## src/olsr_defs.vh

```
// Constants of the overload and speed reference block
// Assumes APB byte addresses and a 100 MHz pclk
`ifndef OLSR_DEFS_VH
`define OLSR_DEFS_VH

// Register byte offsets
`define OLSR_CTRL_OFS      8'h00
`define OLSR_WARN_PCT_OFS  8'h04
`define OLSR_DERATE_OFS    8'h08
`define OLSR_FUNC_OFS      8'h0c
`define OLSR_GAIN_OFS      8'h10
`define OLSR_BASE_OFS      8'h14
`define OLSR_LIMIT_OFS     8'h18
`define OLSR_OFFSET_OFS    8'h1c
`define OLSR_STATUS_OFS    8'h20
`define OLSR_MASK_OFS      8'h24
`define OLSR_STATE_OFS     8'h28
`define OLSR_SPEED_OFS     8'h2c

// Control register bit positions
`define OLSR_CTRL_RESTART  0
`define OLSR_CTRL_INIT     1
`define OLSR_CTRL_WPROT    2

// Status bit positions
`define OLSR_ST_WARN       0
`define OLSR_ST_ALM_LOW    1
`define OLSR_ST_ALM_HIGH   2
`define OLSR_ST_CAL_DONE   3
`define OLSR_ST_CAL_REFUSE 4
`define OLSR_ST_W          5

// Reset values and ranges
`define OLSR_WARN_PCT_RST  7'h14
`define OLSR_WARN_PCT_MIN  7'h01
`define OLSR_WARN_PCT_MAX  7'h64
`define OLSR_DERATE_RST    7'h64
`define OLSR_DERATE_MIN    7'h0a
`define OLSR_DERATE_MAX    7'h64
`define OLSR_FUNC_RST      16'h0000
`define OLSR_METHOD_RST    4'h0
`define OLSR_GAIN_RST      12'h258
`define OLSR_GAIN_MIN      12'h096
`define OLSR_GAIN_MAX      12'hbb8
`define OLSR_BASE_RST      16'h0400
`define OLSR_LIMIT_RST     32'h000f_4240
`define OLSR_MASK_RST      5'h00

// Fixed high-load alarm characteristic
`define OLSR_HIGH_MULT     2'h3
`define OLSR_HIGH_MS       12'h3e8

// Timing: one millisecond, hold and flash in ms
`define OLSR_CLK_MHZ       100
`define OLSR_MS_NS         1000000
`define OLSR_HOLD_MS       12'h3e8
`define OLSR_FLASH_MS      12'h3e8

// Speed command for rated speed
`define OLSR_SPEED_RATED   32'h0000_03e8

// Panel display states
`define OLSR_D_SELECT      2'h0
`define OLSR_D_PROMPT      2'h1
`define OLSR_D_REFUSE      2'h2
`define OLSR_D_DONE        2'h3

`endif

```

## src/olsr_div.v

```verilog
// Serial unsigned divider, one quotient bit per clock
// Assumes start only while not busy and a non-zero divisor
`timescale 1ns/1ps
`default_nettype none
module olsr_div #(
  parameter W = 32
) (
  // Clock and reset
  input  wire         pclk,
  input  wire         presetn,
  // Request
  input  wire         start,
  input  wire [W-1:0] dividend,
  input  wire [15:0]  divisor,
  // Answer
  output wire         busy,
  output reg          done_ff,
  output reg  [W-1:0] quot_ff
);

  reg [W-1:0] num_ff;
  reg [W:0]   rem_ff;
  reg [5:0]   cnt_ff;
  wire [W:0]  trial = {rem_ff[W-1:0], num_ff[W-1]};
  wire        fits  = trial >= {{(W-15){1'b0}}, divisor};

  assign busy = cnt_ff != 6'h00;

  always @(posedge pclk or negedge presetn) begin
    if (!presetn) begin
      num_ff  <= {W{1'b0}};
      rem_ff  <= {(W+1){1'b0}};
      cnt_ff  <= 6'h00;
      done_ff <= 1'b0;
      quot_ff <= {W{1'b0}};
    end else begin
      done_ff <= 1'b0;
      if (start && !busy) begin
        num_ff <= dividend;
        rem_ff <= {(W+1){1'b0}};
        cnt_ff <= W[5:0];
      end else if (busy) begin
        rem_ff <= fits ? trial - {{(W-15){1'b0}}, divisor} : trial;
        num_ff <= {num_ff[W-2:0], fits};
        cnt_ff <= cnt_ff - 6'h01;
        if (cnt_ff == 6'h01) begin
          done_ff <= 1'b1;
          quot_ff <= {num_ff[W-2:0], fits};
        end
      end
    end
  end

endmodule
`default_nettype wire

```

## src/olsr_top.v

```verilog
// Overload timing, speed reference scaling and offset calibration
// Assumes an APB master, synchronous inputs and a 100 MHz pclk
//
// Contract
// - Warning at set percent of alarm time
// - Warning percent 1..100, effective immediately
// - Drive warning output on overload warning
// - High-load alarm characteristic fixed, unsettable
// - Accumulate above base current times derating
// - Derating 10..100, default 100, after restart
// - Derating change also shifts warning timing
// - Speed control when method digit zero
// - Speed proportional to reference over gain
// - Calibration stores zero-input offset, corrects reference
// - Offset survives parameter initialisation
// - Write protect: flash refusal, no calibration
// - Set key calibrates, flashes done, reprompts
// - One-second hold enters, another exits
//
// The implementer's own choices: register access over APB and the register offsets.
`include "olsr_defs.vh"
`timescale 1ns/1ps
`default_nettype none
module olsr_top #(
  parameter MS_CYCLES = (`OLSR_MS_NS / 1000) * `OLSR_CLK_MHZ
) (
  // Clock and reset
  input  wire        pclk,
  input  wire        presetn,
  // APB slave
  input  wire        psel,
  input  wire        penable,
  input  wire        pwrite,
  input  wire [7:0]  paddr,
  input  wire [31:0] pwdata,
  output reg  [31:0] prdata,
  output wire        pready,
  output wire        pslverr,
  // Drive signals
  input  wire [15:0] motor_current,
  input  wire [15:0] speed_ref,
  input  wire        servo_enable,
  // Panel keys
  input  wire        key_mode_set,
  input  wire        key_data_shift,
  // Protection outputs
  output reg         warn_n_ff,
  output reg         alarm_low_ff,
  output reg         alarm_high_ff,
  // Speed command
  output reg  [15:0] speed_cmd_ff,
  output reg         speed_fwd_ff,
  output reg         speed_mode_ff,
  // Panel display
  output reg  [1:0]  disp_ff,
  output wire        disp_flash,
  // Interrupt
  output wire        irq
);

  ////////////////////////////////////////////////////////////////////////////
  // Millisecond enable
  reg  [31:0] ms_cnt_ff;
  wire        ms_tick = ms_cnt_ff == MS_CYCLES - 1;

  always @(posedge pclk or negedge presetn) begin
    if (!presetn)
      ms_cnt_ff <= 32'h0000_0000;
    else
      ms_cnt_ff <= ms_tick ? 32'h0000_0000 : ms_cnt_ff + 32'h0000_0001;
  end

  ////////////////////////////////////////////////////////////////////////////
  // APB decode
  wire wr_en = psel && penable && pwrite;
  wire rd_en = psel && penable && !pwrite;
  wire [6:0]  wr_pct = pwdata[6:0];
  wire [11:0] wr_gain = pwdata[11:0];
  wire wr_ctrl = wr_en && paddr == `OLSR_CTRL_OFS;
  wire wr_pct_ok = pwdata[31:7] == 25'h0 && wr_pct >= `OLSR_WARN_PCT_MIN &&
                   wr_pct <= `OLSR_WARN_PCT_MAX;
  wire wr_der_ok = pwdata[31:7] == 25'h0 && wr_pct >= `OLSR_DERATE_MIN &&
                   wr_pct <= `OLSR_DERATE_MAX;
  wire wr_gain_ok = pwdata[31:12] == 20'h0 && wr_gain >= `OLSR_GAIN_MIN &&
                    wr_gain <= `OLSR_GAIN_MAX;
  reg  addr_ok;
  reg  data_bad;

  always @* begin
    addr_ok  = 1'b1;
    data_bad = 1'b0;
    case (paddr)
      `OLSR_CTRL_OFS, `OLSR_FUNC_OFS, `OLSR_BASE_OFS, `OLSR_LIMIT_OFS,
      `OLSR_OFFSET_OFS, `OLSR_STATUS_OFS, `OLSR_MASK_OFS, `OLSR_STATE_OFS,
      `OLSR_SPEED_OFS: data_bad = 1'b0;
      `OLSR_WARN_PCT_OFS: data_bad = pwrite && !wr_pct_ok;
      `OLSR_DERATE_OFS:   data_bad = pwrite && !wr_der_ok;
      `OLSR_GAIN_OFS:     data_bad = pwrite && !wr_gain_ok;
      default: addr_ok = 1'b0;
    endcase
  end

  assign pready  = 1'b1;
  assign pslverr = psel && penable && (!addr_ok || data_bad);

  wire restart  = wr_ctrl && pwdata[`OLSR_CTRL_RESTART];
  wire par_init = wr_ctrl && pwdata[`OLSR_CTRL_INIT];

  ////////////////////////////////////////////////////////////////////////////
  // Parameter registers
  reg [6:0]  warn_pct_ff;
  reg [6:0]  derate_ff;
  reg [6:0]  derate_act_ff;
  reg [15:0] func_ff;
  reg [3:0]  method_act_ff;
  reg [11:0] gain_ff;
  reg [15:0] base_ff;
  reg [31:0] limit_ff;
  reg        wprot_ff;
  reg [4:0]  mask_ff;

  always @(posedge pclk or negedge presetn) begin
    if (!presetn) begin
      warn_pct_ff   <= `OLSR_WARN_PCT_RST;
      derate_ff     <= `OLSR_DERATE_RST;
      derate_act_ff <= `OLSR_DERATE_RST;
      func_ff       <= `OLSR_FUNC_RST;
      method_act_ff <= `OLSR_METHOD_RST;
      gain_ff       <= `OLSR_GAIN_RST;
      base_ff       <= `OLSR_BASE_RST;
      limit_ff      <= `OLSR_LIMIT_RST;
      wprot_ff      <= 1'b0;
      mask_ff       <= `OLSR_MASK_RST;
    end else if (par_init) begin
      warn_pct_ff <= `OLSR_WARN_PCT_RST;
      derate_ff   <= `OLSR_DERATE_RST;
      func_ff     <= `OLSR_FUNC_RST;
      gain_ff     <= `OLSR_GAIN_RST;
    end else begin
      if (wr_en && paddr == `OLSR_WARN_PCT_OFS && wr_pct_ok)
        warn_pct_ff <= wr_pct;
      if (wr_en && paddr == `OLSR_DERATE_OFS && wr_der_ok)
        derate_ff <= wr_pct;
      if (wr_en && paddr == `OLSR_FUNC_OFS)
        func_ff <= pwdata[15:0];
      if (wr_en && paddr == `OLSR_GAIN_OFS && wr_gain_ok)
        gain_ff <= wr_gain;
      if (wr_en && paddr == `OLSR_BASE_OFS)
        base_ff <= pwdata[15:0];
      if (wr_en && paddr == `OLSR_LIMIT_OFS)
        limit_ff <= pwdata;
      if (wr_en && paddr == `OLSR_MASK_OFS)
        mask_ff <= pwdata[4:0];
      if (wr_ctrl)
        wprot_ff <= pwdata[`OLSR_CTRL_WPROT];
      if (restart) begin
        derate_act_ff <= derate_ff;
        method_act_ff <= func_ff[7:4];
      end
    end
  end

  ////////////////////////////////////////////////////////////////////////////
  // Overload accumulation
  wire [22:0] cur_x100  = motor_current * 7'h64;
  wire [22:0] base_der  = base_ff * derate_act_ff;
  reg  [31:0] accum_ff;
  reg  [11:0] high_cnt_ff;
  wire        over_base = cur_x100 > base_der;
  wire [31:0] excess = {9'h000, over_base ? cur_x100 - base_der : base_der - cur_x100};
  // Warn at percent of alarm level
  // Same accumulator drives warn and the low-load alarm
  wire [38:0] acc_x100  = accum_ff * 7'h64;
  wire [38:0] lim_x_pct = limit_ff * warn_pct_ff;
  wire        warn_lvl  = acc_x100 >= lim_x_pct;
  wire [17:0] high_thr  = base_ff * `OLSR_HIGH_MULT;
  wire        high_load = {2'b00, motor_current} >= high_thr;

  always @(posedge pclk or negedge presetn) begin
    if (!presetn) begin
      accum_ff      <= 32'h0000_0000;
      high_cnt_ff   <= 12'h000;
      warn_n_ff     <= 1'b1;
      alarm_low_ff  <= 1'b0;
      alarm_high_ff <= 1'b0;
    end else begin
      warn_n_ff <= !warn_lvl;
      if (ms_tick) begin
        if (over_base)
          accum_ff <= (accum_ff + excess >= limit_ff) ? limit_ff : accum_ff + excess;
        else
          accum_ff <= (accum_ff > excess) ? accum_ff - excess : 32'h0000_0000;
        if (!high_load)
          high_cnt_ff <= 12'h000;
        else if (high_cnt_ff != `OLSR_HIGH_MS)
          high_cnt_ff <= high_cnt_ff + 12'h001;
      end
      if (restart) begin
        alarm_low_ff  <= 1'b0;
        alarm_high_ff <= 1'b0;
      end else begin
        if (accum_ff >= limit_ff)
          alarm_low_ff <= 1'b1;
        if (high_cnt_ff == `OLSR_HIGH_MS)
          alarm_high_ff <= 1'b1;
      end
    end
  end

  ////////////////////////////////////////////////////////////////////////////
  // Speed reference scaling
  reg  [15:0] offset_ff;
  wire [16:0] corr = {speed_ref[15], speed_ref} - {offset_ff[15], offset_ff};
  wire        neg = corr[16];
  wire [16:0] mag = neg ? 17'h00000 - corr : corr;
  wire [31:0] div_q;
  wire        div_done;
  wire        div_busy;
  reg         neg_ff;

  olsr_div #(
    .W (32)
  ) u_div (
    .pclk     (pclk),
    .presetn  (presetn),
    .start    (!div_busy),
    .dividend (mag * `OLSR_SPEED_RATED),
    .divisor  ({4'h0, gain_ff}),
    .busy     (div_busy),
    .done_ff  (div_done),
    .quot_ff  (div_q)
  );

  always @(posedge pclk or negedge presetn) begin
    if (!presetn) begin
      neg_ff        <= 1'b0;
      speed_cmd_ff  <= 16'h0000;
      speed_fwd_ff  <= 1'b1;
      speed_mode_ff <= 1'b1;
    end else begin
      if (!div_busy)
        neg_ff <= neg;
      speed_mode_ff <= method_act_ff == 4'h0;
      if (method_act_ff != 4'h0) begin
        speed_cmd_ff <= 16'h0000;
      end else if (div_done) begin
        speed_cmd_ff <= div_q[31:16] != 16'h0 ? 16'hffff : div_q[15:0];
        speed_fwd_ff <= !neg_ff;
      end
    end
  end

  ////////////////////////////////////////////////////////////////////////////
  // Panel utility sequence
  reg [11:0] hold_ms_ff;
  reg        held_ff;
  reg        set_d_ff;
  reg [11:0] flash_ms_ff;
  reg [9:0]  blink_ff;
  wire       hold_evt = key_data_shift && !held_ff && hold_ms_ff == `OLSR_HOLD_MS;
  wire       set_evt = key_mode_set && !set_d_ff;
  wire       flash_end = flash_ms_ff == `OLSR_FLASH_MS;
  reg        cal_done_p;
  reg        cal_refuse_p;

  assign disp_flash = (disp_ff == `OLSR_D_REFUSE || disp_ff == `OLSR_D_DONE) &&
                      blink_ff[9];

  always @(posedge pclk or negedge presetn) begin
    if (!presetn) begin
      hold_ms_ff   <= 12'h000;
      held_ff      <= 1'b0;
      set_d_ff     <= 1'b0;
      flash_ms_ff  <= 12'h000;
      blink_ff     <= 10'h000;
      disp_ff      <= `OLSR_D_SELECT;
      offset_ff    <= 16'h0000;
      cal_done_p   <= 1'b0;
      cal_refuse_p <= 1'b0;
    end else begin
      set_d_ff     <= key_mode_set;
      cal_done_p   <= 1'b0;
      cal_refuse_p <= 1'b0;
      if (!key_data_shift) begin
        hold_ms_ff <= 12'h000;
        held_ff    <= 1'b0;
      end else if (hold_evt) begin
        held_ff <= 1'b1;
      end else if (ms_tick && hold_ms_ff != `OLSR_HOLD_MS) begin
        hold_ms_ff <= hold_ms_ff + 12'h001;
      end
      if (ms_tick)
        blink_ff <= blink_ff + 10'h001;
      if (ms_tick && !flash_end)
        flash_ms_ff <= flash_ms_ff + 12'h001;
      case (disp_ff)
        `OLSR_D_SELECT: begin
          if (hold_evt) begin
            flash_ms_ff <= 12'h000;
            blink_ff    <= 10'h000;
            if (wprot_ff) begin
              disp_ff      <= `OLSR_D_REFUSE;
              cal_refuse_p <= 1'b1;
            end else begin
              disp_ff <= `OLSR_D_PROMPT;
            end
          end
        end
        `OLSR_D_PROMPT: begin
          if (hold_evt) begin
            disp_ff <= `OLSR_D_SELECT;
          end else if (set_evt) begin
            // Relies on servo off, 0 V
            offset_ff   <= speed_ref;
            disp_ff     <= `OLSR_D_DONE;
            flash_ms_ff <= 12'h000;
            blink_ff    <= 10'h000;
            cal_done_p  <= 1'b1;
          end
        end
        `OLSR_D_REFUSE: begin
          if (flash_end)
            disp_ff <= `OLSR_D_SELECT;
        end
        `OLSR_D_DONE: begin
          if (flash_end)
            disp_ff <= `OLSR_D_PROMPT;
        end
        default: disp_ff <= `OLSR_D_SELECT;
      endcase
    end
  end

  ////////////////////////////////////////////////////////////////////////////
  // Interrupt status
  reg  [4:0] status_ff;
  reg        warn_d_ff;
  reg        alm_low_d_ff;
  reg        alm_high_d_ff;
  wire [4:0] events;
  wire       rd_status = rd_en && paddr == `OLSR_STATUS_OFS;

  assign events[`OLSR_ST_WARN]       = !warn_n_ff && !warn_d_ff;
  assign events[`OLSR_ST_ALM_LOW]    = alarm_low_ff && !alm_low_d_ff;
  assign events[`OLSR_ST_ALM_HIGH]   = alarm_high_ff && !alm_high_d_ff;
  assign events[`OLSR_ST_CAL_DONE]   = cal_done_p;
  assign events[`OLSR_ST_CAL_REFUSE] = cal_refuse_p;
  assign irq = |(status_ff & mask_ff);

  always @(posedge pclk or negedge presetn) begin
    if (!presetn) begin
      status_ff     <= 5'h00;
      warn_d_ff     <= 1'b0;
      alm_low_d_ff  <= 1'b0;
      alm_high_d_ff <= 1'b0;
    end else begin
      warn_d_ff     <= !warn_n_ff;
      alm_low_d_ff  <= alarm_low_ff;
      alm_high_d_ff <= alarm_high_ff;
      // Set wins over read clear
      status_ff <= (rd_status ? 5'h00 : status_ff) | events;
    end
  end

  ////////////////////////////////////////////////////////////////////////////
  // Read data
  always @* begin
    prdata = 32'h0000_0000;
    case (paddr)
      `OLSR_CTRL_OFS:     prdata = {29'h0, wprot_ff, 2'b00};
      `OLSR_WARN_PCT_OFS: prdata = {25'h0, warn_pct_ff};
      `OLSR_DERATE_OFS:   prdata = {25'h0, derate_ff};
      `OLSR_FUNC_OFS:     prdata = {16'h0, func_ff};
      `OLSR_GAIN_OFS:     prdata = {20'h0, gain_ff};
      `OLSR_BASE_OFS:     prdata = {16'h0, base_ff};
      `OLSR_LIMIT_OFS:    prdata = limit_ff;
      `OLSR_OFFSET_OFS:   prdata = {16'h0, offset_ff};
      `OLSR_STATUS_OFS:   prdata = {27'h0, status_ff};
      `OLSR_MASK_OFS:     prdata = {27'h0, mask_ff};
      `OLSR_STATE_OFS:    prdata = {8'h0, accum_ff[15:0], servo_enable, derate_act_ff};
      `OLSR_SPEED_OFS:    prdata = {8'h0, method_act_ff, 3'h0, speed_fwd_ff,
                                    speed_cmd_ff};
      default:            prdata = 32'h0000_0000;
    endcase
  end

endmodule
`default_nettype wire

```

## config.mk

```make
export PLATFORM = sky130hd
export DESIGN_NAME = olsr_top
export DESIGN_NICKNAME = d
export VERILOG_FILES = /design/src/olsr_div.v /design/src/olsr_top.v
export VERILOG_INCLUDE_DIRS = /design/src /design/src/src
export SDC_FILE = /design/constraint.sdc
export NUM_CORES = 2
export LEC_CHECK = 0
export BUFFER_PORTS_ARGS = -buffer_cell sky130_fd_sc_hd__buf_2
export CAP_MARGIN = 20
export CORE_MARGIN = 2
export CORE_UTILIZATION = 30
export DETAILED_ROUTE_END_ITERATION = 8
export GPL_ROUTABILITY_DRIVEN = 0
export GPL_TIMING_DRIVEN = 0
export PLACE_DENSITY = 0.4
export SKIP_CTS_REPAIR_TIMING = 1
export SYNTH_ARGS = -nofsm -noshare
export SYNTH_HDL_FRONTEND = slang
export SYNTH_SLANG_ARGS = --single-unit
```

## constraint.sdc

```tcl
create_clock -name pclk -period 14.4 [get_ports pclk]
set_input_delay 0.72 -clock pclk [delete_from_list [all_inputs] [get_ports pclk]]
set_output_delay 0.72 -clock pclk [all_outputs]
set_load 0.02 [all_outputs]
```

After elaboration in Yosys (flattened, before gate mapping)
Cells that the tools add are included.
{ "word_totals": {"ramBits": 0, "mem_count": 0, "out_inout_bits": 59, "word_cells": 244, "latchBits": 0, "reg_bits": 372, "input_bits": 80, "rom_bits": 0} }
{ "classes": {"eq_ne": 29, "add_sub_neg": 13, "multipliers": 6, "bitwise": 5, "reduce_logical": 80, "n_lt_le_gt_ge": 12, "div": 0, "n_mux": 61, "shift": 0} }
{ "ops": {"columns": ["operator", "count"], "rows": [
  ["case mux 32 bit (12 select lines)", 1],
  ["2-to-1 mux 32 bit", 7],
  ["2-to-1 mux 12 bit", 11],
  ["2-to-1 mux 16 bit", 5],
  ["greater-or-equal comparator 32 bit", 2],
  ["subtractor 23 bit", 2],
  ["2-to-1 mux 10 bit", 4],
  ["greater-or-equal comparator 39 bit", 1],
  ["multiplier 32 x 7 -> 39 bit", 1],
  ["multiplier 32 x 5 -> 37 bit (second input constant)", 1],
  ["adder 12 x 1 -> 12 bit (second input constant)", 3],
  ["equality test 12 x 10 -> 1 bit (second input constant)", 3],
  ["logical AND 1 bit", 36],
  ["greater-or-equal comparator 33 x 12 -> 1 bit", 1],
  ["adder 32 x 1 -> 32 bit (second input constant)", 1],
  ["adder 32 x 23 -> 32 bit", 1],
  ["equality test 32 x 17 -> 1 bit (second input constant)", 1],
  ["equality test 8 x 5 -> 1 bit (second input constant)", 4],
  ["equality test 8 x 6 -> 1 bit (second input constant)", 4],
  ["greater-than comparator 32 x 23 -> 1 bit", 1],
  ["subtractor 32 x 12 -> 32 bit", 1],
  ["subtractor 32 x 23 -> 32 bit", 1],
  ["2-to-1 mux 7 bit", 4],
  ["zero test 25 bit", 1],
  ["52 further kinds", 109]
]} }

Longest topological paths before layout
{ "depth": {"depth_word": 8, "mapped_depth": 56, "mapped_depth_nobuf": 49} }

Modules after synthesis
Synthesis repeated with hierarchy kept, for this count alone.
{ "unflattened": {"cells_unflattened": 5212, "hier_area_um2": 44943.1} }
{ "by_module_without_submodules": {"columns": ["module", "seq_area_each_um2", "area_each_um2", "n_inst", "cells_each"], "rows": [
  ["olsr_top", 6760.2, 39391.5, 1, 4586],
  ["olsr_div", 2577.5, 5551.6, 1, 626]
]} }

Least setup slack after synthesis
OpenSTA, ideal clock, no wires.
{ "synth_path": {"path_kind": "reg2reg", "startpoint": "reg derate_act_ff[6]", "endpoint": "reg accum_ff[10]", "setup_ns": 0.133, "period_less_slack_ns": 11.003, "path_stages_with_launch": 50, "required_time_ns": 14.267, "path_slack_ns": 3.397, "path_buffers": 4, "t_arrival_ns": 10.870, "cell_sequence": "dfstp_2 > clkbuf_1 > nand2_1 > fa_1 > fa_1 > inv_1 > fa_1 > inv_1 > fa_1 > inv_1 > ha_1 > o21a_1 > o21ai_0 > a221oi_2 > o311ai_2 > a21boi_1 > o21a_1 > o41a_1 > [... 14 more ...] > buf_2 > a21oi_1 > o211ai_1 > a31o_2 > o311ai_1 > o21a_1 > o21ai_0 > a21oi_1 > xnor2_1 > ha_1 > nand4_1 > a211oi_1 > a211oi_1 > o31ai_1 > buf_4 > mux2_2 > a221oi_1 > a21oi_1"} }
{ "synth_via": {"elab_chain_len": 7, "word_cells_on_any_way": 12, "classes_between": "add/sub: 4; mul: 1; order compare: 3; mux: 4"} }
{ "synth_rtl": {"columns": ["element", "line_no", "rtl"], "rows": [
  ["start: declaration", "olsr_top.v:113", "reg [6:0] derate_act_ff;"],
  ["start signal: assignment", "olsr_top.v:126", "derate_act_ff <= `OLSR_DERATE_RST;"],
  ["start signal: assignment", "olsr_top.v:157", "derate_act_ff <= derate_ff;"],
  ["multiplier 16 x 7 -> 23 bit (*)", "olsr_top.v:166", "wire [22:0] base_der = base_ff * derate_act_ff;"],
  ["subtractor 23 bit / greater-than comparator 23 bit (equally long branches)", "olsr_top.v:170, olsr_top.v:169", null],
  ["2-to-1 mux 23 bit", "olsr_top.v:170", "wire [31:0] excess = {9'h000, over_base ? cur_x100 - base_der : base_der - cur_x100};"],
  ["adder 32 x 23 -> 32 bit", "olsr_top.v:190", "accum_ff <= (accum_ff + excess >= limit_ff) ? limit_ff : accum_ff + excess;"],
  ["greater-or-equal comparator 32 bit", "olsr_top.v:190", null],
  ["2-to-1 mux 32 bit", "olsr_top.v:190", null],
  ["2-to-1 mux 32 bit (*)", "olsr_top.v:189", "if (over_base)"],
  ["end signal: assignment", "olsr_top.v:190", null],
  ["end signal: assignment", "olsr_top.v:192", "accum_ff <= (accum_ff > excess) ? accum_ff - excess : 32'h0000_0000;"],
  ["end: declaration", "olsr_top.v:167", "reg [31:0] accum_ff;"]
]} }
Every way passes the cells marked *; elsewhere a longest branch is shown, timed or not.
A chain may end at the register's enable or synchronous reset.

Worst setup path after layout
{ "layout_path": {"startpoint": "reg derate_act_ff[6]", "endpoint": "reg accum_ff[15]"} }
The elaborated chain is that of the path after synthesis.

==> summary.txt <==
Outcome
  • Run status: complete, no violations

Place
  • IO buf count: ~140
  • Dpl cells: 7157
  • Post-DP HPWL: about 130000 um

Die
  • Row cnt: 141
  • Chip width: 388.6 um
  • Die Y: between 300 and 400 um
  • Die ar.: ~150000 um2
  • Initial Util: between 30 and 40%
  • Core area: 147300 um2
  • IO Pins: 139

Clocking
  • Clock Latency Late Sink: 660 ps
  • Number of buffers created by CTS: 50
  • Clock H-tree levels: 2
  • Clock buffer depth: 3
  • Root Driver: clkbuf_16
  • Clk sink count: 372
  • Worst-path clk slew: 60 ps
  • TritonCTS clock tree: done

Synthesis
  • Syn Std Cell Area: between 40000 and 50000 um2
  • Synth Flop Type: dfrtp_1
  • Synth top area cells: dfrtp_1, ha_1, fa_1, inv_1, nand2_1
  • Syn_area_per_cell: just under 9 um2
  • Commonest cells post-synth: inv_1, nand2_1, ha_1
  • #FFs+latches synth: 372
  • Register area share after synthesis: between 20% and 30%
  • Top cell type's share of synthesized area: 19.68%
  • Netlist cell types: just under 100
  • Most numerous cell in the Yosys netlist: inv_1
  • Synth Net Count: 6061
  • Number of enable flip-flop cells after synthesis: 0
  • FFs w/ async S/R, synth: 100.0%
  • Biggest area consumer among synthesized cells: dfrtp_1
  • Synth warn: 0
  • Syn Inst Count: 5083

Global routing
  • Number of global-route vias before repair: between 30000 and 40000
  • First-pass GRT wire length: around 230000 um
  • Largest net degree at the start of global routing: roughly 110
  • Grt ovf: 0
  • Total track usage: between 20% and 30%
  • Initial antenna violation count: 12

Detailed routing
  • Routed Antenna Nets: 0
  • Drt wl/cell: roughly 21 um
  • Drt drc: 0
  • Initial DRC count: about 2300
  • DR pass1 iterations: 6
  • WL final: approximately 150000 um
  • Vias per inst: about 5.0
  • Via count: around 37000

Setup path
  • CP max stage delay: 690 ps
  • Worst-path fanout max: 10
  • CP arrival: 13930 ps
  • Reg2Reg Depth: 47
  • CP Capture Type: register
  • CP Launch Type: register
  • Setup CP Type: register to register
  • WP data required: about 15000 ps
  • Slowest CP cell: dfstp_2

Finish
  • Nets: 6258
  • Fillers: between 15000 and 20000
  • Layout cells sized above 1: about 8.1%
  • Layout area overhead: 11.77%
  • Non-filler instance count after layout: around 7300

Hold path
  • Min-Delay Path Class: input port to register
  • Hold Crit Depth: 1

Timing
  • Fmax: 74.36 MHz
  • Slew HR: between 20 and 30%
  • Layout Skew: around 60 ps
  • RSZ-0062 raised after global routing: no
  • Final hold violation count: 0
  • Least-Margin Pin Slew: 1085 ps
  • Count of final setup violators: 0
  • Slew Limit Fails: 0
  • Hold Slack: 215.4 ps
  • Final critical-path share of the clock period: 93.39%
  • Final Critical Period: roughly 13000 ps

Power
  • Peak supply drop: 0.2527 mV
  • Lkg Pwr: ~0.025 uW
  • PD cells: ~170 nW/um2

Job
  • Number of max-cap violations: 0
==> cell type report <==
type	count	area, um2	area share [%]
antenna	5	12.51	0.02522
buffer	195	799.5	1.612
clock buffer	75	1475	2.974
clock inverter	19	386.6	0.7794
inverter	653	2451	4.941
multi-input combinational	3863	31840	64.19
sequential	372	9338	18.82
tap	1930	2415	4.868
timing repair buffer	145	885.9	1.786
==> metrics by stage <==
step                      instance area, um2  total power [uW]  TNS, ps  utilization [%]  setup WS (ps)
after floorplan                        44380              5691        0                -           3397
after global placement                 47470              7182   -109.9            32.23         -41.49
after detailed placement               47690              7181        0            32.37          54.05
after CTS                              49550              8680   -140.8            33.63         -49.06
after global routing                   49590              9518        0            33.67          32.36
final                                  49610              8600        0            33.67          951.2
==> registers in the layout, summed over array words and instances, names as in the netlist, 12 cells and up <==
signal         flops
ms_cnt_ff         32
limit_ff          32
flash_ms_ff       12
offset_ff         16
func_ff           16
u_div.quot_ff     32
u_div.num_ff      32
accum_ff          32
hold_ms_ff        12
gain_ff           12
speed_cmd_ff      16
base_ff           16
u_div.rem_ff      32
high_cnt_ff       12
==> layer usage <==
metal | global-route usage, % | share of wire [%]
met5 | 0 | 0.033
met4 | 5.511 | 2.8
met3 | 2.707 | 4.6
met2 | 32.23 | 44
met1 | 28.80 | 48
==> worst max-delay path, delay by kind of cell, from the launching register on <==
kind,cells,cell delay [ps]
DFF,1,690
and+or+nand+nor,11,2260
xor gates and xnor gates,3,840
adders and majority gates,8,3530
AOI/OAI and AO/OA,15,3920
muxes,1,350
buffers and inverters,9,1610
==> where the power goes <==
part	internal (uW)	leakage (uW)	switching, uW
combinational	2440	0.0191	3550
sequential	1120	0.00455	64.3
clock	873	0.000899	550
==> cells in the final DEF (no fill, tap or decap), drive strengths merged, types with 24 or more instances in the layout <==
master | Yosys | layout
o21bai | 31 | 31
clkbuf | 154 | 230
dfrtp | 349 | 349
xnor2 | 197 | 197
ha | 577 | 577
nor4 | 34 | 34
and2 | 153 | 153
o21a | 42 | 42
a21oi | 254 | 254
nand4 | 49 | 49
or3 | 31 | 31
nor2b | 33 | 33
a221oi | 25 | 25
nand2 | 595 | 595
nand2b | 42 | 42
buf | 41 | 184
a21o | 123 | 123
o21ai | 205 | 205
nand3 | 96 | 96
o211ai | 24 | 24
inv | 653 | 655
fa | 321 | 321
nor3 | 75 | 75
and3 | 52 | 52
a22oi | 39 | 39
nor2 | 280 | 280
a211oi | 37 | 37
mux2i | 53 | 53
xor2 | 118 | 118
a31oi | 29 | 29
mux2 | 73 | 73
==> path summary, 6_finish.rpt <==
path,startpoint,end,slack (ps)
setup / recovery,derate_act_ff[6],accum_ff[15],950
hold / removal,key_mode_set,set_d_ff,220
setup reg to reg,derate_act_ff[6],accum_ff[15],950
hold reg to reg,alarm_high_ff,alm_high_d_ff,410
max in group asynchronous,presetn,gain_ff[7],12090
min in group asynchronous,presetn,accum_ff[30],490
==> logic make-up after synthesis <==
kind of cell             Yosys count  share of synthesized area [%]
AND/OR/NAND/NOR                 1515                          16.25
AO/OA/AOI/OAI                   1008                          15.36
adder cells (fa/ha/maj)          898                          30.75
buffers and inverters            848                          7.310
flip-flops                       372                          21.04
XOR/XNOR                         315                          6.233
multiplexers                     126                          3.047
other                              1                       0.008449
Power figures use the tool's default switching activity.
